==> src/pdc_pkg.sv <==
package pdc_pkg;
  localparam int PDC_NPORT = 11;
  typedef logic [0:PDC_NPORT-1][7:0] pdc_bank_t;
  typedef logic [0:PDC_NPORT-1][15:0] pdc_addr_tbl_t;
  // Port order: 0, 1, 3, 4, 5, 6, 7, 8, 9, 12, 13
  localparam int PDC_P13_IDX = 10;
  localparam int PDC_OUT_ONLY_BIT = 0;
  localparam pdc_addr_tbl_t PDC_DIR_OFS = {
    16'hFF20, 16'hFF21, 16'hFF23, 16'hFF24, 16'hFF25, 16'hFF26,
    16'hFF27, 16'hFF28, 16'hFF29, 16'hFF2C, 16'hFF2D};
  localparam pdc_addr_tbl_t PDC_DATA_OFS = {
    16'hFF00, 16'hFF01, 16'hFF03, 16'hFF04, 16'hFF05, 16'hFF06,
    16'hFF07, 16'hFF08, 16'hFF09, 16'hFF0C, 16'hFF0D};
  // Bits that software may change; the rest hold their fixed value
  localparam pdc_bank_t PDC_DIR_MASK = {
    8'h63, 8'hFF, 8'h0F, 8'hFF, 8'hFF, 8'hFF,
    8'h7F, 8'hFF, 8'hFF, 8'h1F, 8'h06};
  localparam pdc_bank_t PDC_DIR_RESET = {
    8'hFF, 8'hFF, 8'hFF, 8'hFF, 8'hFF, 8'hFF,
    8'hFF, 8'hFF, 8'hFF, 8'hFF, 8'hFE};
  localparam logic [7:0] PDC_UNMAPPED = 8'h00;
endpackage

==> src/pdc_view_if.sv <==
`timescale 1ns/1ps
`default_nettype none
interface pdc_view_if;
  import pdc_pkg::*;
  pdc_bank_t dir;
  pdc_bank_t latch;
  pdc_bank_t pin;
  pdc_bank_t value;
  modport ctrl (output dir, output latch, output pin, input value);
  modport view (input dir, input latch, input pin, output value);
endinterface
`default_nettype wire

==> src/pdc_data_view.sv <==
`timescale 1ns/1ps
`default_nettype none
module pdc_data_view
  import pdc_pkg::*;
(
  pdc_view_if.view vw // Direction, latch and pin levels in; read value out
);
  // Input-mode bits show the pin, output-mode bits show the latch
  always_comb begin
    for (int i = 0; i < PDC_NPORT; i++) begin
      vw.value[i] = (vw.dir[i] & vw.pin[i]) | (~vw.dir[i] & vw.latch[i]);
    end
  end
endmodule
`default_nettype wire

==> src/pdc_top.sv <==
`timescale 1ns/1ps
`default_nettype none
module pdc_top
  import pdc_pkg::*;
(
  input wire logic clk, // 100 MHz clock
  input wire logic rst, // Asynchronous reset, active high
  input wire logic [15:0] addr, // Internal bus address
  input wire logic wr_byte, // Whole-byte write strobe
  input wire logic wr_bit, // Single-bit write strobe
  input wire logic [7:0] wdata, // Byte write data
  input wire logic [2:0] bit_sel, // Bit chosen by a single-bit write
  input wire logic bit_val, // Value for a single-bit write
  input wire logic rd, // Read strobe
  input wire pdc_bank_t port_latch, // Output latch of each port
  input wire pdc_bank_t port_pin, // Pin level of each port
  output logic [7:0] rd_data, // Read data, valid the cycle after rd
  output pdc_bank_t pin_oe_n // Output enable per pin, low drives the pin
);
  typedef struct packed {
    pdc_bank_t dir;
    logic [7:0] rd_data;
  } pdc_state_t;

  typedef struct packed {
    logic hit;
    logic [3:0] idx;
  } pdc_hit_t;

  // Eleven compares side by side; a full decoder would cost more than it saves
  function automatic pdc_hit_t pdc_find(input logic [15:0] a, input pdc_addr_tbl_t tbl);
    pdc_hit_t r;
    r = '0;
    for (int i = 0; i < PDC_NPORT; i++) begin
      if (a == tbl[i]) begin
        r.hit = 1'b1;
        r.idx = 4'(i);
      end
    end
    return r;
  endfunction

  // Bits with a pad: the writable ones plus the fixed output-only bit
  function automatic logic [7:0] pdc_pinned(input logic [3:0] idx);
    return PDC_DIR_MASK[idx] | ~PDC_DIR_RESET[idx];
  endfunction

  pdc_state_t st_ff;
  pdc_state_t nxt_st;
  pdc_hit_t dir_hit;
  pdc_hit_t data_hit;
  logic [7:0] sel_dir;
  logic [7:0] sel_mask;
  logic [7:0] bit_onehot;
  logic [7:0] wr_value;

  pdc_view_if vw_if ();

  assign vw_if.dir = st_ff.dir;
  assign vw_if.latch = port_latch;
  assign vw_if.pin = port_pin;

  pdc_data_view u_view (
    .vw (vw_if.view)
  );

  always_comb begin
    dir_hit = pdc_find(addr, PDC_DIR_OFS);
    data_hit = pdc_find(addr, PDC_DATA_OFS);
    sel_dir = st_ff.dir[dir_hit.idx];
    sel_mask = PDC_DIR_MASK[dir_hit.idx];
    bit_onehot = 8'h01 << bit_sel;
    nxt_st = st_ff;
    // A bit write replaces one bit and keeps the rest of the register
    if (wr_bit) begin
      wr_value = (sel_dir & ~bit_onehot) | ({8{bit_val}} & bit_onehot);
    end else begin
      wr_value = wdata;
    end
    if ((wr_byte || wr_bit) && dir_hit.hit) begin
      // Pinless bits keep their reset value, so the fixed bits never move
      nxt_st.dir[dir_hit.idx] = (wr_value & sel_mask) | (sel_dir & ~sel_mask);
    end
    if (rd) begin
      if (dir_hit.hit) begin
        nxt_st.rd_data = sel_dir;
      end else if (data_hit.hit) begin
        // Pinless data bits read zero, whatever the floating pad shows
        nxt_st.rd_data = vw_if.value[data_hit.idx] & pdc_pinned(data_hit.idx);
      end else begin
        nxt_st.rd_data = PDC_UNMAPPED;
      end
    end
  end

  always_ff @(posedge clk or posedge rst) begin
    if (rst) begin
      st_ff <= '{dir: PDC_DIR_RESET, rd_data: PDC_UNMAPPED};
    end else begin
      st_ff <= nxt_st;
    end
  end

  assign rd_data = st_ff.rd_data;
  // Enable low means output mode, so the direction bit drives it directly
  assign pin_oe_n = st_ff.dir;

  // Helper logic for the checks below
  logic seen_ff;
  logic fixed_ok;
  always_ff @(posedge clk or posedge rst) begin
    if (rst) begin
      seen_ff <= 1'b0;
    end else begin
      seen_ff <= 1'b1;
    end
  end
  always_comb begin
    fixed_ok = 1'b1;
    for (int i = 0; i < PDC_NPORT; i++) begin
      if ((st_ff.dir[i] & ~PDC_DIR_MASK[i]) != (PDC_DIR_RESET[i] & ~PDC_DIR_MASK[i])) begin
        fixed_ok = 1'b0;
      end
    end
  end

  // seen_ff is low only on the first edge after reset
  a_reset_load: assert property (@(posedge clk) disable iff (rst)
    !seen_ff |-> pin_oe_n == PDC_DIR_RESET)
    else $error("direction registers not at reset value after reset");

  a_reset_rdata: assert property (@(posedge clk) disable iff (rst)
    !seen_ff |-> rd_data == PDC_UNMAPPED)
    else $error("read data not cleared by reset");

  a_out_only_pin: assert property (@(posedge clk) disable iff (rst)
    pin_oe_n[PDC_P13_IDX][PDC_OUT_ONLY_BIT] == 1'b0)
    else $error("output-only pin left output mode");

  a_out_only_read: assert property (@(posedge clk) disable iff (rst)
    (rd && dir_hit.hit && dir_hit.idx == 4'(PDC_P13_IDX)) |=>
      rd_data[PDC_OUT_ONLY_BIT] == 1'b0)
    else $error("output-only pin read back as an input");

  a_fixed_bits: assert property (@(posedge clk) disable iff (rst)
    fixed_ok)
    else $error("a pinless direction bit changed");

  // Fixed bits read back their reset value, never what was written
  a_fixed_read: assert property (@(posedge clk) disable iff (rst)
    (rd && dir_hit.hit) |=>
      ((rd_data ^ $past(PDC_DIR_RESET[dir_hit.idx])) & ~$past(sel_mask)) == 8'h00)
    else $error("a pinless direction bit read back a wrong value");

  a_byte_write: assert property (@(posedge clk) disable iff (rst)
    (wr_byte && !wr_bit && dir_hit.hit) |=>
      (pin_oe_n[$past(dir_hit.idx)] & $past(sel_mask)) == ($past(wdata) & $past(sel_mask)))
    else $error("byte write did not reach the direction register");

  // Read-modify-write in one cycle, so neighbours must come through untouched
  a_bit_keeps: assert property (@(posedge clk) disable iff (rst)
    (wr_bit && dir_hit.hit) |=>
      ((pin_oe_n[$past(dir_hit.idx)] ^ $past(sel_dir)) & ~$past(bit_onehot)) == 8'h00)
    else $error("bit write disturbed a neighbouring bit");

  a_bit_sets: assert property (@(posedge clk) disable iff (rst)
    (wr_bit && dir_hit.hit && (sel_mask & bit_onehot) != 8'h00) |=>
      pin_oe_n[$past(dir_hit.idx)][$past(bit_sel)] == $past(bit_val))
    else $error("bit write did not set the chosen bit");

  // Nothing but a write may move a direction bit
  a_idle_stable: assert property (@(posedge clk) disable iff (rst)
    (!wr_byte && !wr_bit) |=> $stable(pin_oe_n))
    else $error("direction changed without a write");

  // Data-register and unmapped addresses are read-only here
  a_miss_write: assert property (@(posedge clk) disable iff (rst)
    ((wr_byte || wr_bit) && !dir_hit.hit) |=> $stable(pin_oe_n))
    else $error("write outside the direction registers changed a direction bit");

  // One check per port, so a stray write shows which register it reached
  for (genvar g = 0; g < PDC_NPORT; g++) begin : g_iso
    a_port_isolated: assert property (@(posedge clk) disable iff (rst)
      ((wr_byte || wr_bit) && dir_hit.hit && dir_hit.idx != 4'(g)) |=> $stable(pin_oe_n[g]))
      else $error("write to one port changed another port's direction");
  end

  a_dir_read: assert property (@(posedge clk) disable iff (rst)
    (rd && dir_hit.hit) |=> rd_data == $past(sel_dir))
    else $error("direction read returned the wrong value");

  // Expected value rebuilt from direction, pad and latch, not from the read mux
  a_data_read: assert property (@(posedge clk) disable iff (rst)
    (rd && !dir_hit.hit && data_hit.hit) |=>
      rd_data == $past(((st_ff.dir[data_hit.idx] & port_pin[data_hit.idx])
        | (~st_ff.dir[data_hit.idx] & port_latch[data_hit.idx])) & pdc_pinned(data_hit.idx)))
    else $error("port data read mixed pin and latch wrongly");

  a_pinless_data: assert property (@(posedge clk) disable iff (rst)
    (rd && !dir_hit.hit && data_hit.hit) |=>
      (rd_data & ~$past(pdc_pinned(data_hit.idx))) == 8'h00)
    else $error("a pinless data bit did not read zero");

  a_unmapped_read: assert property (@(posedge clk) disable iff (rst)
    (rd && !dir_hit.hit && !data_hit.hit) |=> rd_data == PDC_UNMAPPED)
    else $error("unmapped read returned a non-zero value");

  // Read data is a register: it must hold between reads
  a_rd_holds: assert property (@(posedge clk) disable iff (rst)
    !rd |=> $stable(rd_data))
    else $error("read data changed without a read");
endmodule
`default_nettype wire

==> config.mk <==
export PLATFORM = sky130hd
export DESIGN_NAME = pdc_top
export DESIGN_NICKNAME = d
export VERILOG_FILES = /design/src/pdc_pkg.sv /design/src/pdc_view_if.sv /design/src/pdc_data_view.sv /design/src/pdc_top.sv
export SDC_FILE = /design/constraint.sdc
export NUM_CORES = 1
export LEC_CHECK = 0
export ABC_AREA = 1
export BUFFER_PORTS_ARGS = -buffer_cell sky130_fd_sc_hd__buf_2
export CAP_MARGIN = 25
export CORE_UTILIZATION = 25
export DETAILED_ROUTE_END_ITERATION = 8
export GPL_ROUTABILITY_DRIVEN = 0
export SLEW_MARGIN = 20
export SYNTH_ARGS = -nofsm -noshare
export SYNTH_HDL_FRONTEND = slang
export SYNTH_SLANG_ARGS = --single-unit
==> constraint.sdc <==
create_clock -name clk -period 3.95 [get_ports clk]
set_input_delay 0.5925 -clock clk [delete_from_list [all_inputs] [get_ports clk]]
set_output_delay 0.5925 -clock clk [all_outputs]
set_load 0.01 [all_outputs]
==> results of run 1 <==
worst paths after layout:
check | to
max | pin_oe_n[65]
min | rd_data[4]
max reg2reg | rd_data[2]
min reg2reg | pin_oe_n[15]
max in group asynchronous | pin_oe_n[42]
min in group clk | pin_oe_n[15]
cells in the final DEF (no fill, tap or decap), drive strengths merged:
cell and instances:
a21oi 20, a311o 1, a311oi 1, a31oi 1
buf 296, clkbuf 9, clkinv 3, clkinvlp 1
dfrtp 9, dfstp 87, diode 1, inv 68
mux2 42, mux2i 29, nand2 501, nand3 114
nand3b 3, nand4 42, nor2 72, nor3 11
o211ai 8, o21ai 23, o31ai 2, o41ai 1
area by class of cell:
type | count | area [um2] | area share (%)
well taps | 390 | 488.0 | 5.099
inverters | 65 | 245.2 | 2.562
repair buffers | 296 | 1544 | 16.13
diodes | 1 | 2.502 | 0.02615
clock buffers | 9 | 225.2 | 2.353
clock inverters | 7 | 58.81 | 0.6145
multi-input cells | 871 | 4496 | 46.97
flip-flops and latches | 96 | 2511 | 26.24
kinds of logic (layout without fill, tap and decap cells):
| kind of cell | Yosys count | after routing | share of synthesized area [%] |
|---|---|---|---|
| AOI/OAI and AO/OA | 57 | 57 | 4.598 |
| buffers and inverters | 110 | 377 | 6.713 |
| DFF | 96 | 96 | 33.43 |
| muxes | 71 | 71 | 10.16 |
| other | 0 | 1 | 0 |
| and+or+nand+nor | 743 | 743 | 45.09 |
stage by stage:
stage          cells  power (W)  hold WS (ps)  instance area [um2]
3_5_place_dp    1718   0.001280         368.8                 9284
5_1_grt         1734   0.002225         386.7                 9568
3_3_place_gp    1718   0.001277         365.1                 9284
6_report        1735   0.002154         341.2                 9570
2_1_floorplan   1077   0.001131         460.2                 7511
4_1_cts         1734   0.002162         360.9                 9568
routing by layer:
layer / part of all wire, % / track usage (%) / vias up / wire [um]
li1: - / - / 4050 / -
met1: 43 / 29.02 / 4004 / 14390
met2: 44 / 32.32 / 496 / 14470
met3: 8.3 / 3.117 / 86 / 2741
met4: 4.9 / 11.01 / 2 / 1614
met5: 0.030 / 0 / - / 10
power by group:
group / internal (W) / switching (W) / total (W)
combinational: 0.000118 / 0.000153 / 0.000270
clock: 0.000440 / 0.000447 / 0.000888
sequential: 0.000993 / 0.00000364 / 0.000997
sequential cells by signal, indices dropped and copies added, names as in the netlist:
signal    cells
pin_oe_n     88
rd_data       8
==> impl_results.md, run 1 <==
* Most common cell in the netlist: nand2_1
* Worst slack, placed at 723.6 ps
* Synthesized cell area at 7511 um2
* Worst slew margin at 45.39%
* CP Depth at 17
* TritonCTS clock tree: built
* Worst path most repeated cell: nand2_1
* Worst r2r src: pin_oe_n[74]
* Crit-path max FO at 19
* Dominant cell type by area after synthesis: dfstp_2
* Mapped Nets at 1286
* Drt total wl at 33.22 mm
* Accumulated negative setup slack at 0 ps
* Share of cells above drive strength 1 at 38.24%
* First-pass GRT wire length at 48.22 mm
* Main synth FF type: dfstp_2
* Post-cts sizing count at 0
* Initial antenna violation count at 2
* Initial Utilization at 25.41%
* Final hold violation count at 0
* Ys Warns at 0
* Crit path arrival time at 3210 ps
* Die ar. at 30740 um2
* Clock tree sinks at 96
* Tightest Pin Transition at 813.6 ps
* DIE HEIGHT at 175.3 um
* Worst Skew at 7.353 ps
* Outcome: finished clean
* Setup bufs post-CTS at 0
* Register-to-register setup slack at 2110 ps
* FP Rows at 63
* H-tree levels at 3
* Post-synth EDFFs at 0
* Avg WL per Cell at 19.15 um
* Post-synth cell types at 38
* Vias at 8638
* TritonRoute pass-1 iters at 5
* WP data required at 4260 ps
* Post-CTS Hold Fix Bufs at 0
* Total track usage at 21.23%
* Clk_lat worst skew at 370 ps
* Slowest-stage cell, CP: nor2_2
* Cell count after synthesis at 1077
* Ys async rst share at 100.0%
* PortBufs at 276
* I/O pin count at 305
* Yosys reg bits at 96
* IR drop worst, VDD at 198.6 uV
* R2R cell count at 7
* Yosys top cell area share at 30.43%
* CP Capture Type: register
* Worst path top cell family by delay: simple AND/OR/NAND/NOR gates
* PwrDens at 225.1 nW/um2
* RSZ-0062 raised after global routing: false
* Avg Cell Area, Syn at 6.974 um2
* Final net count at 1548
* P_leak at 4.838 nW
* Core Util, Final at 32.38%
* TritonCTS Buffers at 9
* Crit Path Class: in -> reg
* Number of global-route vias before repair at 7924
* Fin crit share at 73.59%
* Drt first-iter violations at 693
* Placeable Area at 29560 um2
* Top cells by area, synth: dfstp_2 (30%), nand2_1 (24%), nand3_1 (7.1%), mux2_2 (6.3%), mux2i_1 (3.9%)
* Hold Path Class: in -> async
* Bufs on Longest Clock Path at 2
* ANT nets after route at 0
* Final setup vio count at 0
* Cell Chain, Critical Path: buf_2 -> inv_1 -> nand2_1 -> nor2_2 -> nand3_2 -> nand4_4 -> buf_4 -> nand2_1 -> nand2_1 -> nand2_1 -> nand2_1 -> nand2_1 -> nand4_1 -> nand2_1 -> nand2_1 -> nand2_1 -> nand2_1
* Grt ovf at 0
* Commonest cells post-synth: nand2_1 (477), nand3_1 (107), dfstp_2 (87)
* Chip width at 175.3 um
* Hpwl dp at 26.63 mm
* Buffers and inverters on the worst path at 3
* Max incr delay on CP at 390 ps
* Synthesis-to-layout area growth at 27.42%
* Max-slew violation count at 0
* Drc violations at 0
* CP startpoint kind: primary input
* Final worst slack at 1043 ps
* Max Cap Viol at 0
* Via-to-Cell Ratio at 4.979
* Root buf cell: clkbuf_16
* Fillers at 3224
* Register area share after synthesis at 33.43%
* Critical path origin: addr[4]
* Min Tclk post-route at 2907 ps
* Worst-path clk slew at 80 ps
* Max Fclk at 344.0 MHz
* Largest net degree at the start of global routing at 55
Power figures use the tool's default switching activity.
==> run 2: changes to the inputs <==
Settings changed: ABC_AREA 1 to 0.
Clock period 3.95 ns to 2.6 ns, I/O delays scaled along.
==> impl_results.md, run 2 <==
* Via-to-Cell Ratio at 5.312 (+6.7%)
* IR drop worst, VDD at 296.3 uV (+49%)
* Crit-path max FO at 6 (-13)
* Final non-filler cell area at 9823 um2 (+2.6%)
* Mux contribution to synthesized area at 15.08% (+4.9 points)
* Synth Area in Compound Gates at 23.46% (+19 points)
* Most common cell after layout, fill and taps aside: buf_2
* TritonRoute pass-1 iters at 6 (+1)
* FP Rows at 59 (-6.3%)
* Comb pwr share at 15.9% (+3.4 points)
* Reg power frac at 44.4% (-1.9 points)
* Min Tclk post-route at 2581 ps
* Number of global-route vias before repair at 7483 (-5.6%)
* Final hold violation count at 0 (unchanged)
* Pint at 0.002498 W (+61%)
* Yosys top cell area share at 34.35% (+3.9 points)
* Tightest Pin Transition at 840.5 ps (+26.94 ps)
* I/O pin count at 305 (unchanged)
* Avg Cell Area, Syn at 8.734 um2 (+25%)
* Crit path arrival time at 2870 ps (-340 ps)
* Final net count at 1345 (-13%)
* Share of cells above drive strength 1 at 51.62% (+13 points)
* Placed cells at 1453 (-15%)
* WP data required at 2880 ps (-1380 ps)
* Clock Power Share at 39.7% (-1.5 points)
* Largest net degree at the start of global routing at 57 (+3.6%)
* Simple-gate share of the synthesized area at 19.35% (-26 points)
* Worst-path clk slew at 70 ps (about the same)
* Crit Path Class: in -> reg
* Yosys reg bits at 96 (unchanged)
* PwrDens at 344.8 nW/um2 (+53%)
* Drt first-iter violations at 713 (+2.9%)
* Avg WL per Cell at 21.34 um (+11%)
* Placement Cell Area at 9350 um2 (+0.71%)
* Root buf cell: clkbuf_16
* Synthesis-to-layout area growth at 47.60%
* Main synth FF type: dfstp_2
* Drt total wl at 31.51 mm (-5.2%)
* Initial antenna violation count at 0 (-2)
* Final hold slack at 73.15 ps (-268.0 ps)
* First-pass GRT wire length at 45.63 mm (-5.4%)
* CP Depth at 9 (-8)
* Xor and xnor area share after synthesis at 0.3948% (+0.39 points)
* Sw Share at 26.26% (-1.8 points)
* ANT nets after route at 0 (unchanged)
* Most common cell in the netlist: nand2_1
* Vias at 7841 (-9.2%)
* Synth Area in Adders at 0% (unchanged)
* N_diodes at 0 (-1)
* Grt ovf at 0 (unchanged)
* Max Cap Viol at 0 (unchanged)
* Mapped Nets at 971 (-24%)
* TritonCTS Buffers at 9 (unchanged)
* Clock tree sinks at 96 (unchanged)
* RSZ-0062 raised after global routing: true
* Psw at 0.0008895 W (+47%)
* Core Util, Final at 37.70% (+5.3 points)
* Buffers and inverters on the worst path at 2 (-1)
* Placeable Area at 26060 um2 (-12%)
* Accumulated negative setup slack at 0 ps (unchanged)
* Initial Utilization at 25.54% (+0.13 points)
* R2R cell count at 8 (+1)
* Hold Path Class: in -> async
* Total track usage at 22.94% (+1.7 points)
* Worst path top cell family by delay: simple AND/OR/NAND/NOR gates
* Max incr delay on CP at 520 ps (+130 ps)
* Top cells by area, synth: dfstp_2 (34%), mux2i_1 (11%), o21ai_0 (7.4%), nand2_1 (6.1%), mux2_2 (4.4%)
* Max Fclk at 387.4 MHz
* Slowest-stage cell, CP: or4b_4
* DIE HEIGHT at 165.2 um (-5.8%)
* CP startpoint kind: primary input
* Cell Chain, Critical Path: buf_6 -> or4b_4 -> or3_4 -> or2_4 -> a221o_1 -> a211o_1 -> o221ai_4 -> buf_6 -> o21ai_1
* Worst path most repeated cell: buf_6
* Drc violations at 0 (unchanged)
* Die ar. at 27280 um2 (-11%)
* Most frequent cells in the layout: buf_2 (269), buf_4 (146), nand2_1 (108)
* Post-synth EDFFs at 0 (unchanged)
* Chip width at 165.2 um (-5.8%)
* Ys Warns at 0 (unchanged)
* Register area share after synthesis at 37.73% (+4.3 points)
* Cell count after synthesis at 762 (-29%)
* Dominant cell type by area after synthesis: dfstp_2
* Fillers at 2704 (-16%)
* Worst slew margin at 43.37% (-2.0 points)
* Largest family of logic cells by synthesized area: compound AO/OA/AOI/OAI gates
* Post-synth cell types at 72 (+89%)
* Max-slew violation count at 0 (unchanged)
* Bufs on Longest Clock Path at 2 (unchanged)
* Ys async rst share at 100.0% (unchanged)
* CP Capture Type: register
* Synthesized cell area at 6655 um2 (-11%)
* Max reg flops at 88 (unchanged)
* Commonest cells post-synth: nand2_1 (108), o21ai_0 (98), dfstp_2 (87)
* TritonCTS clock tree: built
* Final setup vio count at 0 (unchanged)
* Worst Skew at 8.451 ps (+1.098 ps)
* Hpwl dp at 25.78 mm (-3.2%)
* Final std cells w/o fill at 1476 (-15%)
* H-tree levels at 3 (unchanged)
* Fin crit share at 99.29%
* P_leak at 4.312 nW (-11%)
* PortBufs at 270 (-2.2%)
* Outcome: finished clean
* Clk_lat worst skew at 360 ps (about the same)
-- run 2: cell count changes after synthesis, sizes merged, moves of 13 or more --
cell	delta
buf	-16
clkbuf	+31
inv	-55
mux2	-16
mux2i	+42
nand2	-393
nand3	-83
nand4	-33
nor2	-38
nor2b	+13
o21ai	+75
-- run 2: path summary, 6_finish.rpt --
path / slack, ps / endpoint / startpoint
worst min register to register: 380 / pin_oe_n[4] / pin_oe_n[4]
min in group clk: 380 / pin_oe_n[4] / pin_oe_n[4]
worst max-delay path: 20 / pin_oe_n[25] / addr[6]
worst max register to register: 110 / pin_oe_n[35] / pin_oe_n[75]
worst min-delay path: 70 / rd_data[5] / rst
max in group asynchronous: 1830 / pin_oe_n[52] / rst
-- run 2: cells by family (layout without fill, tap and decap cells) --
family / Yosys count / count (layout)
flip-flops: 96 / 96
XOR/XNOR: 3 / 3
AO/OA/AOI/OAI: 240 / 240
AND/OR/NAND/NOR: 257 / 257
buffers and inverters: 69 / 448
multiplexers: 97 / 97
-- run 2: metal layers --
metal	wire [um]	track usage, %
met1	12820	29.38
met4	1496	12.14
met2	14590	36.57
met3	2592	4.146
met5	0	0
-- run 2: through the flow --
| stage | worst slack (ps) | total power, W |
|---|---|---|
| 2_1_floorplan | -77.99 | 0.001741 |
| 3_3_place_gp | -421.8 | 0.002040 |
| 3_5_place_dp | -462.5 | 0.002045 |
| 4_1_cts | 43.31 | 0.003386 |
| 5_1_grt | -28.12 | 0.003513 |
| 6_report | 18.58 | 0.003387 |
-- run 2: repair_timing --
item / 4_1_cts / 5_1_grt
resized for setup: 5 / 32
hold buffers: 0 / 0
setup buffers: 0 / 7
cloned: 0 / 0
pin swaps: 0 / 13
setup endpoints to repair: 40 / 45
-- run 2: area by class of cell --
cell class,instances,area (um2),share of cell area [%]
clock buffers,11,232.7,2.369
clock inverters,5,58.81,0.5986
inverters,9,37.54,0.3821
multi-input cells,597,3996,40.68
flip-flops and latches,96,2511,25.56
well taps,335,419.2,4.267
repair buffers,423,2567,26.14
-- run 2: worst register-to-register path, delay by kind of cell (launching register included) --
family	cells	cell delay (ps)
AO/OA/AOI/OAI	6	1100
buffers and inverters	1	150
flip-flops	1	580
AND/OR/NAND/NOR	1	590
-- run 2: power groups by stage --
stage          combinational [W]  clock [W]  sequential [W]
4_1_cts                 0.000523    0.00136         0.00150
3_3_place_gp            0.000514          0         0.00153
3_5_place_dp            0.000519          0         0.00153
5_1_grt                 0.000585    0.00143         0.00150
6_report                0.000539    0.00134         0.00150
2_1_floorplan           0.000215          0         0.00153
